File: src/logic/mmpc_defs.svh
// Offsets, field positions, reset values and timing counts of the pulse counter bank.
`ifndef MMPC_DEFS_SVH
`define MMPC_DEFS_SVH

`define MMPC_NUM_CNT        4
`define MMPC_CLK_PERIOD_PS  10000
`define MMPC_PERIOD_MIN_PS  93300
`define MMPC_PERIOD_MIN_CYC ((`MMPC_PERIOD_MIN_PS + `MMPC_CLK_PERIOD_PS - 1) / `MMPC_CLK_PERIOD_PS)
`define MMPC_PERIOD_MAX_S   1
`define MMPC_PERIOD_MAX_CYC (`MMPC_PERIOD_MAX_S * 64'h000000E8D4A51000 / `MMPC_CLK_PERIOD_PS)

`define MMPC_REG_CTRL       3'h0
`define MMPC_REG_INSEL      3'h1
`define MMPC_REG_GATESEL    3'h2
`define MMPC_REG_PERIOD     3'h3
`define MMPC_REG_VALUE      3'h4
`define MMPC_REG_STAMP      3'h5
`define MMPC_REG_LIVE       3'h6
`define MMPC_ADDR_TIME      8'h80

`define MMPC_CTRL_EN        0
`define MMPC_CTRL_MODE_LO   1
`define MMPC_CTRL_MODE_HI   2
`define MMPC_CTRL_RISE      3
`define MMPC_CTRL_FALL      4
`define MMPC_CTRL_OP_LO     5
`define MMPC_CTRL_OP_HI     6

`define MMPC_CTRL_RST       32'h00000008
`define MMPC_PERIOD_RST     32'h00002710
`define MMPC_SEL_TRIG_BASE  6'h20

`endif

File: src/logic/mmpc_pkg.sv
// Types shared by the pulse counter bank.
package mmpc_pkg;
    typedef enum logic [1:0] {
        MMPC_FREE,
        MMPC_WINDOW,
        MMPC_WIN_PERIODIC,
        MMPC_STAMP
    } mmpc_mode_type;

    typedef enum logic [1:0] {
        MMPC_OP_NONE,
        MMPC_OP_ADD,
        MMPC_OP_SUB,
        MMPC_OP_RSVD
    } mmpc_op_type;
endpackage

File: src/logic/mmpc_top.sv
// Bank of multi-mode pulse counters with APB registers and a result stream.
// Operation
// RULE_01: Four independent counters, each with own enable, mode, period, input, gate.
// RULE_02: Each counter counts every qualifying input pulse without loss.
// RULE_03: Count source selectable from trigger inputs or any of 32 digital lines.
// RULE_04: Counter outputs values only while enabled, behaving per selected mode.
// RULE_05: Periodic mode clears count each period start, outputs count at end.
// RULE_06: Window mode counts only between window rising and falling edges.
// RULE_07: Window mode outputs accumulated count when window falls.
// RULE_08: Windowed periodic holds counter and timer cleared while window low.
// RULE_09: Windowed periodic outputs only after window high longer than one period.
// RULE_10: Event stamp mode counts pulses and sends them with a time tag.
// RULE_11: Event stamp mode uses period as minimum hold-off between outputs.
// RULE_12: Pulses inside one hold-off window accumulate, output once at its end.
// RULE_13: Pair arithmetic adds or subtracts partner result; pairs are 1-2, 3-4.
// RULE_14: Every result carries a timestamp counting data clock cycles.
// RULE_15: Edge detection on rising, falling or both by two enable bits.
// RULE_16: Period ranges 93.3 ns to 1 s; used by periodic and hold-off.
// RULE_17: Inputs synchronised and edge detected so each edge counts once.
//
// The APB register port and the placing of the registers were chosen for this implementation.
`include "mmpc_defs.svh"

// Register map: byte address is counter number times 0x20 plus register index times four.
// Index 0, control: bit 0 enable, bits 2:1 mode, bit 3 rising edge, bit 4 falling edge, bits 6:5 pair operation.
// Modes: 0 free periodic, 1 window, 2 windowed periodic, 3 event stamp.
// Pair operations: 0 none, 1 add partner, 2 subtract partner, 3 none.
// Index 1, input select: 0 to 31 pick a digital line, 32 to 35 a trigger pin; only bits 5:0 are kept and values above 35 clamp to 35.
// Index 2, gate select: 0 to 3 pick a trigger pin, 4 to 7 an internal trigger.
// Index 3, period in clock cycles; values outside the legal range are clamped where they are used.
// Index 4, last result after pair arithmetic, read only.
// Index 5, low word of the last result's stamp, read only.
// Index 6, live count of the running channel, read only.
// Address 0x80 returns the low word of the free-running time counter.
// Any other word address answers with an error, the two low address bits being ignored below 0x80; writes to read-only places are dropped silently.
// Every access takes one wait state; a write lands at the edge that completes the access.
// A result that is not yet sent is overwritten by the next one from the same channel.
// Disabling a channel clears its count and timer, but a pending result still leaves.
// The stamp is the time counter at capture, not the time of the first pulse.
// The lowest channel number wins when several results are pending in one cycle.

module mmpc_top #(
    parameter logic [31:0] PERIOD_MAX_CYC = 32'(`MMPC_PERIOD_MAX_CYC)
) (
    input  wire logic        mclk,
    input  wire logic        sys_rst,
    input  wire logic        psel,
    input  wire logic        penable,
    input  wire logic        pwrite,
    input  wire logic [7:0]  paddr,
    input  wire logic [31:0] pwdata,
    output logic             pready,
    output logic [31:0]      prdata,
    output logic             pslverr,
    input  wire logic [3:0]  trig_in,
    input  wire logic [31:0] parallel_digital_lines,
    input  wire logic [3:0]  awg_trig,
    output logic             res_valid,
    output logic [1:0]       res_index,
    output logic [31:0]      res_value,
    output logic [47:0]      res_stamp
);
    // Channel count and shortest legal period in clock cycles.
    localparam int N = `MMPC_NUM_CNT;
    localparam logic [31:0] PMIN = 32'(`MMPC_PERIOD_MIN_CYC);

    // Synchroniser stages for the pin inputs and the time counter.
    logic [3:0]  trig_m_reg;
    logic [3:0]  trig_s_reg;
    logic [31:0] dio_m_reg;
    logic [31:0] dio_s_reg;
    logic [47:0] time_reg;
    // Per-channel registers, live counts and captured results.
    logic [31:0] ctrl_reg   [N];
    logic [5:0]  insel_reg  [N];
    logic [2:0]  gsel_reg   [N];
    logic [31:0] period_reg [N];
    logic [31:0] live_reg   [N];
    logic [31:0] val_reg    [N];
    logic [47:0] stamp_reg  [N];
    // Hand-over between the channels and the result stream.
    logic [31:0] res_cnt    [N];
    logic [N-1:0] res_stb;
    logic [N-1:0] pend_reg;
    logic [N-1:0] take;
    // Bus decode.
    logic        acc_setup;
    logic        wr_ok;
    logic [2:0]  reg_sel;
    logic [1:0]  cnt_sel;
    logic        in_map;

    // Two-flop synchronisers for pins; only the second stage is read.
    always_ff @(posedge mclk) begin
        if (sys_rst) begin
            trig_m_reg <= 4'h0;
            trig_s_reg <= 4'h0;
            dio_m_reg  <= 32'h00000000;
            dio_s_reg  <= 32'h00000000;
        end else begin
            trig_m_reg <= trig_in;
            trig_s_reg <= trig_m_reg; // see RULE_17
            dio_m_reg  <= parallel_digital_lines;
            dio_s_reg  <= dio_m_reg;  // see RULE_17
        end
    end

    // Free-running timestamp in data clock cycles.
    always_ff @(posedge mclk) begin
        if (sys_rst) begin
            time_reg <= 48'h000000000000;
        end else begin
            time_reg <= time_reg + 48'h000000000001; // see RULE_14
        end
    end

    // APB decode: word address split into counter number and register index.
    assign reg_sel   = paddr[4:2];
    assign cnt_sel   = paddr[6:5];
    assign in_map    = (paddr[7] == 1'b0 && reg_sel <= `MMPC_REG_LIVE) || paddr == `MMPC_ADDR_TIME;
    assign acc_setup = psel && penable && !pready;
    assign wr_ok     = psel && penable && pready && pwrite && !paddr[7]; // Lands at the completing edge.

    // One wait state on every access; read data and error are registered.
    always_ff @(posedge mclk) begin
        if (sys_rst) begin
            pready  <= 1'b0;
            prdata  <= 32'h00000000;
            pslverr <= 1'b0;
        end else begin
            pready  <= acc_setup;
            pslverr <= acc_setup && !in_map;
            if (acc_setup && !pwrite) begin
                if (paddr == `MMPC_ADDR_TIME) begin
                    prdata <= time_reg[31:0];
                end else if (!in_map) begin
                    prdata <= 32'h00000000;
                end else begin
                    unique case (reg_sel)
                        `MMPC_REG_CTRL:    prdata <= ctrl_reg[cnt_sel];
                        `MMPC_REG_INSEL:   prdata <= {26'h0000000, insel_reg[cnt_sel]};
                        `MMPC_REG_GATESEL: prdata <= {29'h00000000, gsel_reg[cnt_sel]};
                        `MMPC_REG_PERIOD:  prdata <= period_reg[cnt_sel];
                        `MMPC_REG_VALUE:   prdata <= val_reg[cnt_sel];
                        `MMPC_REG_STAMP:   prdata <= stamp_reg[cnt_sel][31:0];
                        `MMPC_REG_LIVE:    prdata <= live_reg[cnt_sel];
                        default:           prdata <= 32'h00000000;
                    endcase
                end
            end
        end
    end

    // Lowest pending counter wins the result port.
    always_comb begin
        take = '0;
        for (int i = 0; i < N; i++) begin
            if (pend_reg[i] && take == '0) begin
                take[i] = 1'b1;
            end
        end
    end

    // Result stream: one-cycle valid carrying index, value and stamp.
    always_ff @(posedge mclk) begin
        if (sys_rst) begin
            res_valid <= 1'b0;
            res_index <= 2'h0;
            res_value <= 32'h00000000;
            res_stamp <= 48'h000000000000;
        end else begin
            res_valid <= |take;
            for (int i = 0; i < N; i++) begin
                if (take[i]) begin
                    res_index <= 2'(i);
                    res_value <= val_reg[i];
                    res_stamp <= stamp_reg[i]; // see RULE_10
                end
            end
        end
    end

    // One counter channel per generate iteration.
    for (genvar g = 0; g < N; g++) begin : g_cnt
        // Decoded controls and selected inputs of this channel.
        mmpc_pkg::mmpc_mode_type mode;
        mmpc_pkg::mmpc_op_type   op;
        logic        en;
        logic        src;
        logic        gate;
        logic        pulse;
        logic        g_rise;
        logic        g_fall;
        logic        wrap;
        logic [31:0] per_eff;
        logic [31:0] part;
        // Channel state.
        logic        src_prev_reg;
        logic        gate_prev_reg;
        logic [31:0] cnt_reg;
        logic [31:0] tmr_reg;
        logic        busy_reg;
        logic        stb_reg;
        logic [31:0] hold_reg;

        assign mode = mmpc_pkg::mmpc_mode_type'(ctrl_reg[g][`MMPC_CTRL_MODE_HI:`MMPC_CTRL_MODE_LO]);
        assign op   = mmpc_pkg::mmpc_op_type'(ctrl_reg[g][`MMPC_CTRL_OP_HI:`MMPC_CTRL_OP_LO]);
        assign en   = ctrl_reg[g][`MMPC_CTRL_EN];
        // Source: digital line index below the trigger base, else a trigger input.
        assign src  = (insel_reg[g] < `MMPC_SEL_TRIG_BASE) ? dio_s_reg[insel_reg[g][4:0]]
                                                          : trig_s_reg[insel_reg[g][1:0]]; // see RULE_03
        assign gate = gsel_reg[g][2] ? awg_trig[gsel_reg[g][1:0]] : trig_s_reg[gsel_reg[g][1:0]];
        assign pulse = en && ((ctrl_reg[g][`MMPC_CTRL_RISE] && src && !src_prev_reg) ||
                              (ctrl_reg[g][`MMPC_CTRL_FALL] && !src && src_prev_reg)); // see RULE_15
        assign g_rise = gate && !gate_prev_reg;
        assign g_fall = !gate && gate_prev_reg;
        // Period clamped into the legal range.
        assign per_eff = (period_reg[g] < PMIN) ? PMIN :
                         (period_reg[g] > PERIOD_MAX_CYC) ? PERIOD_MAX_CYC : period_reg[g]; // see RULE_16
        assign wrap = (tmr_reg == per_eff - 32'h00000001);
        assign res_stb[g] = stb_reg;
        assign res_cnt[g] = hold_reg;
        assign live_reg[g] = cnt_reg;
        assign part = val_reg[g ^ 1];

        // Register writes for this channel.
        always_ff @(posedge mclk) begin
            if (sys_rst) begin
                ctrl_reg[g]   <= `MMPC_CTRL_RST;
                insel_reg[g]  <= 6'h00;
                gsel_reg[g]   <= 3'h0;
                period_reg[g] <= `MMPC_PERIOD_RST;
            end else if (wr_ok && cnt_sel == 2'(g)) begin
                unique case (reg_sel)
                    `MMPC_REG_CTRL:    ctrl_reg[g]   <= pwdata & 32'h0000007F; // see RULE_01
                    `MMPC_REG_INSEL:   insel_reg[g]  <= (pwdata[5:0] > 6'h23) ? 6'h23 : pwdata[5:0];
                    `MMPC_REG_GATESEL: gsel_reg[g]   <= pwdata[2:0];
                    `MMPC_REG_PERIOD:  period_reg[g] <= pwdata;
                    default:           ;
                endcase
            end
        end

        // Edge detectors on the synchronised source and on the gate, which is synchronised only when it is a trigger pin.
        always_ff @(posedge mclk) begin
            if (sys_rst) begin
                src_prev_reg  <= 1'b0;
                gate_prev_reg <= 1'b0;
            end else begin
                src_prev_reg  <= src;  // see RULE_17
                gate_prev_reg <= gate;
            end
        end

        // Counting engine; stb_reg marks a finished result for one cycle.
        always_ff @(posedge mclk) begin
            if (sys_rst || !en) begin
                cnt_reg  <= 32'h00000000;
                tmr_reg  <= 32'h00000000;
                busy_reg <= 1'b0;
                stb_reg  <= 1'b0;      // see RULE_04
                hold_reg <= 32'h00000000;
            end else begin
                stb_reg <= 1'b0;
                unique case (mode)
                    mmpc_pkg::MMPC_FREE: begin
                        tmr_reg <= wrap ? 32'h00000000 : tmr_reg + 32'h00000001;
                        if (wrap) begin
                            hold_reg <= cnt_reg + 32'(pulse); // see RULE_05
                            stb_reg  <= 1'b1;
                            cnt_reg  <= 32'h00000000;
                        end else begin
                            cnt_reg <= cnt_reg + 32'(pulse); // see RULE_02
                        end
                    end
                    mmpc_pkg::MMPC_WINDOW: begin
                        if (g_rise) begin
                            cnt_reg <= 32'(pulse); // see RULE_06
                        end else if (g_fall) begin
                            hold_reg <= cnt_reg;  // see RULE_07
                            stb_reg  <= 1'b1;
                        end else if (gate) begin
                            cnt_reg <= cnt_reg + 32'(pulse); // see RULE_06
                        end
                    end
                    mmpc_pkg::MMPC_WIN_PERIODIC: begin
                        if (!gate) begin
                            cnt_reg <= 32'h00000000; // see RULE_08
                            tmr_reg <= 32'h00000000;
                        end else if (wrap) begin
                            hold_reg <= cnt_reg + 32'(pulse); // see RULE_09
                            stb_reg  <= 1'b1;
                            cnt_reg  <= 32'h00000000;
                            tmr_reg  <= 32'h00000000;
                        end else begin
                            cnt_reg <= cnt_reg + 32'(pulse);
                            tmr_reg <= tmr_reg + 32'h00000001;
                        end
                    end
                    mmpc_pkg::MMPC_STAMP: begin
                        if (!busy_reg) begin
                            if (pulse) begin
                                busy_reg <= 1'b1; // see RULE_10
                                cnt_reg  <= 32'h00000001;
                                tmr_reg  <= 32'h00000000;
                            end
                        end else if (wrap) begin
                            hold_reg <= cnt_reg + 32'(pulse); // see RULE_12
                            stb_reg  <= 1'b1;
                            busy_reg <= 1'b0;  // see RULE_11
                            cnt_reg  <= 32'h00000000;
                        end else begin
                            cnt_reg <= cnt_reg + 32'(pulse); // see RULE_12
                            tmr_reg <= tmr_reg + 32'h00000001;
                        end
                    end
                endcase
            end
        end

        // Result capture with pair arithmetic, stamp and pending flag (set beats clear).
        always_ff @(posedge mclk) begin
            if (sys_rst) begin
                val_reg[g]   <= 32'h00000000;
                stamp_reg[g] <= 48'h000000000000;
                pend_reg[g]  <= 1'b0;
            end else begin
                if (res_stb[g]) begin
                    unique case (op)
                        mmpc_pkg::MMPC_OP_ADD: val_reg[g] <= res_cnt[g] + part; // see RULE_13
                        mmpc_pkg::MMPC_OP_SUB: val_reg[g] <= res_cnt[g] - part; // see RULE_13
                        default:               val_reg[g] <= res_cnt[g];
                    endcase
                    stamp_reg[g] <= time_reg; // see RULE_14
                    pend_reg[g]  <= 1'b1;
                end else if (take[g]) begin
                    pend_reg[g] <= 1'b0;
                end
            end
        end
    end
endmodule

File: config.mk
export PLATFORM = sky130hd
export DESIGN_NAME = mmpc_top
export DESIGN_NICKNAME = d
export VERILOG_FILES = /design/src/logic/mmpc_pkg.sv /design/src/logic/mmpc_top.sv
export VERILOG_INCLUDE_DIRS = /design/src /design/src/logic
export SDC_FILE = /design/constraint.sdc
export NUM_CORES = 2
export LEC_CHECK = 0
export ABC_AREA = 1
export CAP_MARGIN = 20
export CELL_PAD_IN_SITES_DETAIL_PLACEMENT = 0
export CELL_PAD_IN_SITES_GLOBAL_PLACEMENT = 2
export CORE_UTILIZATION = 40
export DETAILED_ROUTE_END_ITERATION = 7
export DONT_BUFFER_PORTS = 1
export GPL_ROUTABILITY_DRIVEN = 0
export PLACE_DENSITY = 0.85
export SYNTH_ARGS = -nofsm -noshare
export SYNTH_HDL_FRONTEND = slang
export SYNTH_SLANG_ARGS = --single-unit
export TNS_END_PERCENT = 100
File: constraint.sdc
create_clock -name mclk -period 11.1 [get_ports mclk]
set_clock_uncertainty 0.15 [all_clocks]
set_input_delay 2.22 -clock mclk [delete_from_list [all_inputs] [get_ports mclk]]
set_output_delay 2.22 -clock mclk [all_outputs]
set_load 0.05 [all_outputs]
## Word level (Yosys, flattened, before mapping)

Memories as Yosys holds them, arrays and structs flattened.
Index checks and enable logic that the tools add are counted.

| word-level totals | value |
|---|---|
| register bits | 641 |
| bits in writable memories | 512 |
| input port bits | 85 |
| output and inout port bits | 117 |
| logic and storage cells | 650 |
| memories | 6 |

Memory list:

| memory | depth | width | read ports | clocked after memory_dff | wr ports | line | RTL |
|---|---|---|---|---|---|---|---|
| stamp_reg | 4 | 48 | 5 | 0 | 4 | mmpc_top.sv:80 | `logic [47:0] stamp_reg [N];` |
| period_reg | 4 | 32 | 5 | 0 | 4 | mmpc_top.sv:77 | `logic [31:0] period_reg [N];` |
| val_reg | 4 | 32 | 5 | 0 | 4 | mmpc_top.sv:79 | `logic [31:0] val_reg [N];` |
| ctrl_reg | 4 | 7 | 5 | 0 | 4 | mmpc_top.sv:74 | `logic [31:0] ctrl_reg [N];` |
| insel_reg | 4 | 6 | 5 | 0 | 4 | mmpc_top.sv:75 | `logic [5:0] insel_reg [N];` |
| gsel_reg | 4 | 3 | 5 | 0 | 4 | mmpc_top.sv:76 | `logic [2:0] gsel_reg [N];` |

| operators by class | value |
|---|---|
| $add $sub $neg | 21 |
| order comparisons | 27 |
| equality and inequality tests | 66 |
| muxes and demuxes | 341 |
| bitwise operators | 35 |
| reductions and logical operators | 110 |

Operator list:

| kind | count |
|---|---|
| two-way mux 32 bit | 100 |
| case mux 32 bit (4 select lines) | 8 |
| two-way mux 48 bit | 8 |
| case mux 32 bit (3 select lines) | 4 |
| case mux 32 bit (7 select lines) | 1 |
| two-way mux 1 bit | 182 |
| adder 32 x 1 -> 32 bit | 4 |
| adder 32 x 1 -> 32 bit, second input constant | 4 |
| adder 32 bit | 4 |
| == test 32 bit | 4 |
| > comparator 32 x 27 -> 1 bit, second input constant | 4 |
| less-than comparator 32 x 4 -> 1 bit, second input constant | 4 |
| subtractor 32 x 1 -> 32 bit, second input constant | 4 |
| subtractor 32 bit | 4 |
| binary-select mux 32 bit (select 2 bit) | 1 |
| adder 48 x 1 -> 48 bit, second input constant | 1 |
| inequality test 3 bit, second input constant | 16 |
| logical AND 1 bit | 43 |
| inequality test 2 bit, second input constant | 16 |
| bitwise OR 1 bit | 32 |
| two-way mux 6 bit | 5 |
| == test 2 bit, second input constant | 14 |
| two-way mux 7 bit | 4 |
| binary-select mux 1 bit (select 2 bit) | 12 |
| other kinds (28) | 121 |

## Longest topological paths before layout

An unclocked memory read counts as a cell.

| logic depth | value |
|---|---|
| depth after elaboration | 14 |
| mapped depth | 35 |
| gate-level depth less buffers | 33 |

## Worst setup path before layout

OpenSTA, ideal clock, no wires.

| timing path | value |
|---|---|
| kind | in2reg |
| from | input port sys_rst |
| to | memory val_reg[2][23], data pin |
| data arrival time | 5768 ps |
| path slack | 5051 ps |
| cell stages on the path | 23 |
| path through | nor2_1 nand2_1 clkbuf_1 buf_1 nand2_1 xor2_1 inv_1 ha_1 nand2_1 inv_1 a21oi_1 o21ai_0 a21boi_0 o21ai_0 nand3_1 nand2_1 a21boi_0 o21ai_0 a21oi_1 or2_2 nand3_1 o211ai_1 inv_1 |

RTL lines:

| item | line | RTL |
|---|---|---|
| start, declared | mmpc_top.sv:46 | `input wire logic sys_rst,` |
| end, declared | mmpc_top.sv:79 |  |

==> results.json <==
{
  "clk_pin_slew_ns": 0.06,
  "synth.area.top_cells": "edfxtp_1 20%, dfxtp_1 16%, nand2_1 11%, nor2_1 7.5%, inv_1 6.7%",
  "maxSlewViolCount": 0,
  "grt_pass1_wl_um": 510000,
  "required_ns": 11.70,
  "dieArea_um2": 198000,
  "min_period_over_period": 0.577,
  "p_switching_mw": 2.88,
  "p_sw_frac": 0.278,
  "fin_nets": 11600,
  "die_h_um": 445,
  "yosysMostFrequentCell": "nand2_1",
  "max_freq_mhz": 156,
  "rr_startpoint": "insel_reg[1][0]",
  "syn_nets": 11800,
  "largest_register_ffs": 192,
  "post_cts_buffers": 0,
  "ys_seq_area_frac": 0.359,
  "clockBufferDepth": 3,
  "power_frac_seq": 0.446,
  "drc": 2,
  "synth_async_sr_flop_share": 0,
  "netlist_area_um2": 78600,
  "fp.coreArea_um2": 195000,
  "p_int_mw": 7.49,
  "ys_types": 74,
  "ir_drop_mv": 0.152,
  "synth_cells": 11500,
  "synthTopCellsByCount": "2338 x nand2_1, 1571 x nor2_1, 1403 x inv_1",
  "vias_per_cell": 5.77,
  "track_usage": 0.347,
  "ys_warn_count": 0,
  "rsz0062_at_grt": "false",
  "maxSlewHeadroom": 0.121,
  "power_frac_comb": 0.075,
  "io_pins": 202,
  "tritoncts": "done",
  "min-delay-start": "dio_m_reg[3]",
  "first_pass_iters": 8,
  "worst_path_max_delay_cell": "edfxtp_1",
  "htree_levels": 4,
  "hold_buffers": 0,
  "setup-violations-final": 0,
  "antenna_found_initial": 21,
  "crit_fanout": 19,
  "grt_max_degree": 130,
  "ys_ff_latch": 1153,
  "rows": 162,
  "drive_above_1_share": 0.0603,
  "hp-class": "reg2reg",
  "power_leakage_nw": 35.4,
  "ant_nets": 0,
  "cp.arrival_ns": 7.01,
  "p_per_area_nw_per_um2": 120,
  "hold_viol": 0,
  "syn_avg_cell_area_um2": 6.86,
  "drt_wl_total_um": 356000,
  "status": "finished with violations",
  "start_util": 0.403,
  "place_hpwl_um": 271000,
  "cts_resized": 0,
  "yosysTopAreaCellShare": 0.196,
  "worstSetupEndpointType": "flop",
  "numCtsBuffers": 145,
  "path_common_cell": "nand2_1",
  "tightestPinTransition_ns": 1.31,
  "path_class": "reg2reg",
  "synth_ff_type": "dfxtp_1",
  "synthToLayoutAreaGrowth_pct": 9.35,
  "synth_edf_count": 512,
  "yosysTopAreaCell": "edfxtp_1",
  "final.setup.tns_ns": 0,
  "dieWidth_um": 445,
  "clockRootBuffer": "clkbuf_16",
  "failed_checks": "design-rule violations",
  "grt_pass1_vias": 74700,
  "clock_power_share": 0.478,
  "utilization": 0.441,
  "io_buffer_count": 0,
  "critPathLaunch": "insel_reg[1][0]",
  "critPathLaunchType": "flop",
  "vias": 80700,
  "wire_per_inst_um": 25.5,
  "grt_overflow": 0,
  "clkLatencyLatePin_ns": 0.85,
  "cts.sink_count": 1153,
  "critPathMaxStageDelay_ns": 0.70,
  "max_cap_viol_count": 0,
  "fin_crit_ns": 6.41,
  "drtIter0Drc": 8977
}
## metal layers
metal	up-vias	track usage	share of wire
met5	-	0	0.00026
met4	14	0.239	0.077
met3	791	0.0591	0.081
met2	3692	0.542	0.44
met1	38300	0.438	0.40
li1	37900	-	-
## metrics by stage
step                area (um2)  hold slack, ns  std cells  total power, mW  worst slack, ns
finish                   86000           0.250      14000             10.4             4.69
CTS                      85800           0.250      14000             10.4             4.77
floorplan                78600           0.238      11500             5.15             5.05
global route             86000           0.263      14000             10.6             4.01
detailed placement       80900           0.242      13700             5.47             4.39
global placement         80700           0.239      13700             5.46             4.36
## final timing paths
kind | to | slack [ns] | cells after the start
hold / removal | dio_s_reg[3] | 0.25 | 2
setup reg to reg | g_cnt[1].cnt_reg[25] | 4.69 | 32
hold reg to reg | dio_s_reg[3] | 0.25 | 2
setup / recovery | g_cnt[1].cnt_reg[25] | 4.69 | 32
## kinds of logic after synthesis
| group | count (synthesis) | synth area share |
|---|---|---|
| fa+ha+maj | 249 | 0.0403 |
| compound gates | 2265 | 0.166 |
| xor+xnor | 274 | 0.0305 |
| simple gates | 5531 | 0.305 |
| buf+inv | 1994 | 0.0988 |
| flops | 1153 | 0.359 |
## worst max-delay path: cells and delay by family (launching register included)
kind,cells,cell delay (ns)
flops,1,0.70
buf+inv,4,0.95
simple gates,19,2.85
fa+ha+maj,1,0.23
compound gates,8,1.44
## area by class of cell
class | instances | area (um2)
tap | 2624 | 3280
timing repair buffer | 136 | 1160
antenna | 10 | 25.0
clock buffer | 202 | 4130
sequential | 1153 | 28200
multi-input combinational | 8319 | 42900
inverter | 1468 | 5520
fill | 20300 | 109000
clock inverter | 65 | 792
## power groups by stage
| stage | logic [mW] | clock network, mW | registers (mW) |
|---|---|---|---|
| final | 0.781 | 4.95 | 4.63 |
| after detailed placement | 0.753 | 0 | 4.71 |
| after floorplan | 0.479 | 0 | 4.67 |
| after global routing | 0.831 | 5.16 | 4.63 |
| after CTS | 0.756 | 5.01 | 4.62 |
| after global placement | 0.746 | 0 | 4.71 |
## placed cells by master, fill, tap and decap left out, types with 18 or more instances in the layout
cell | netlist | layout
a21oi_1 | 697 | 695
a22oi_1 | 90 | 90
a31oi_1 | 123 | 123
a32o_1 | 21 | 21
buf_4 | 8 | 120
clkbuf_1 | 402 | 34
clkbuf_16 | 0 | 150
clkbuf_8 | 5 | 18
clkinv_1 | 23 | 24
clkinv_2 | 0 | 23
dfxtp_1 | 641 | 640
edfxtp_1 | 512 | 512
ha_1 | 242 | 242
inv_1 | 1403 | 1396
inv_2 | 42 | 50
nand2_1 | 2338 | 2326
nand2_2 | 31 | 36
nand3_1 | 770 | 770
nand3b_1 | 40 | 40
nand4_1 | 303 | 303
nor2_1 | 1571 | 1555
nor2_2 | 60 | 68
nor2_4 | 22 | 30
nor3_1 | 175 | 173
nor4_1 | 88 | 88
o211ai_1 | 119 | 119
o21a_1 | 27 | 27
o21ai_0 | 774 | 766
o21ai_1 | 22 | 25
o21bai_1 | 19 | 19
o221ai_1 | 22 | 22
o22ai_1 | 202 | 202
o311ai_0 | 50 | 50
or2_2 | 61 | 61
xnor2_1 | 20 | 20
xor2_1 | 254 | 254
Note: power is estimated with default switching activity, not from simulation.
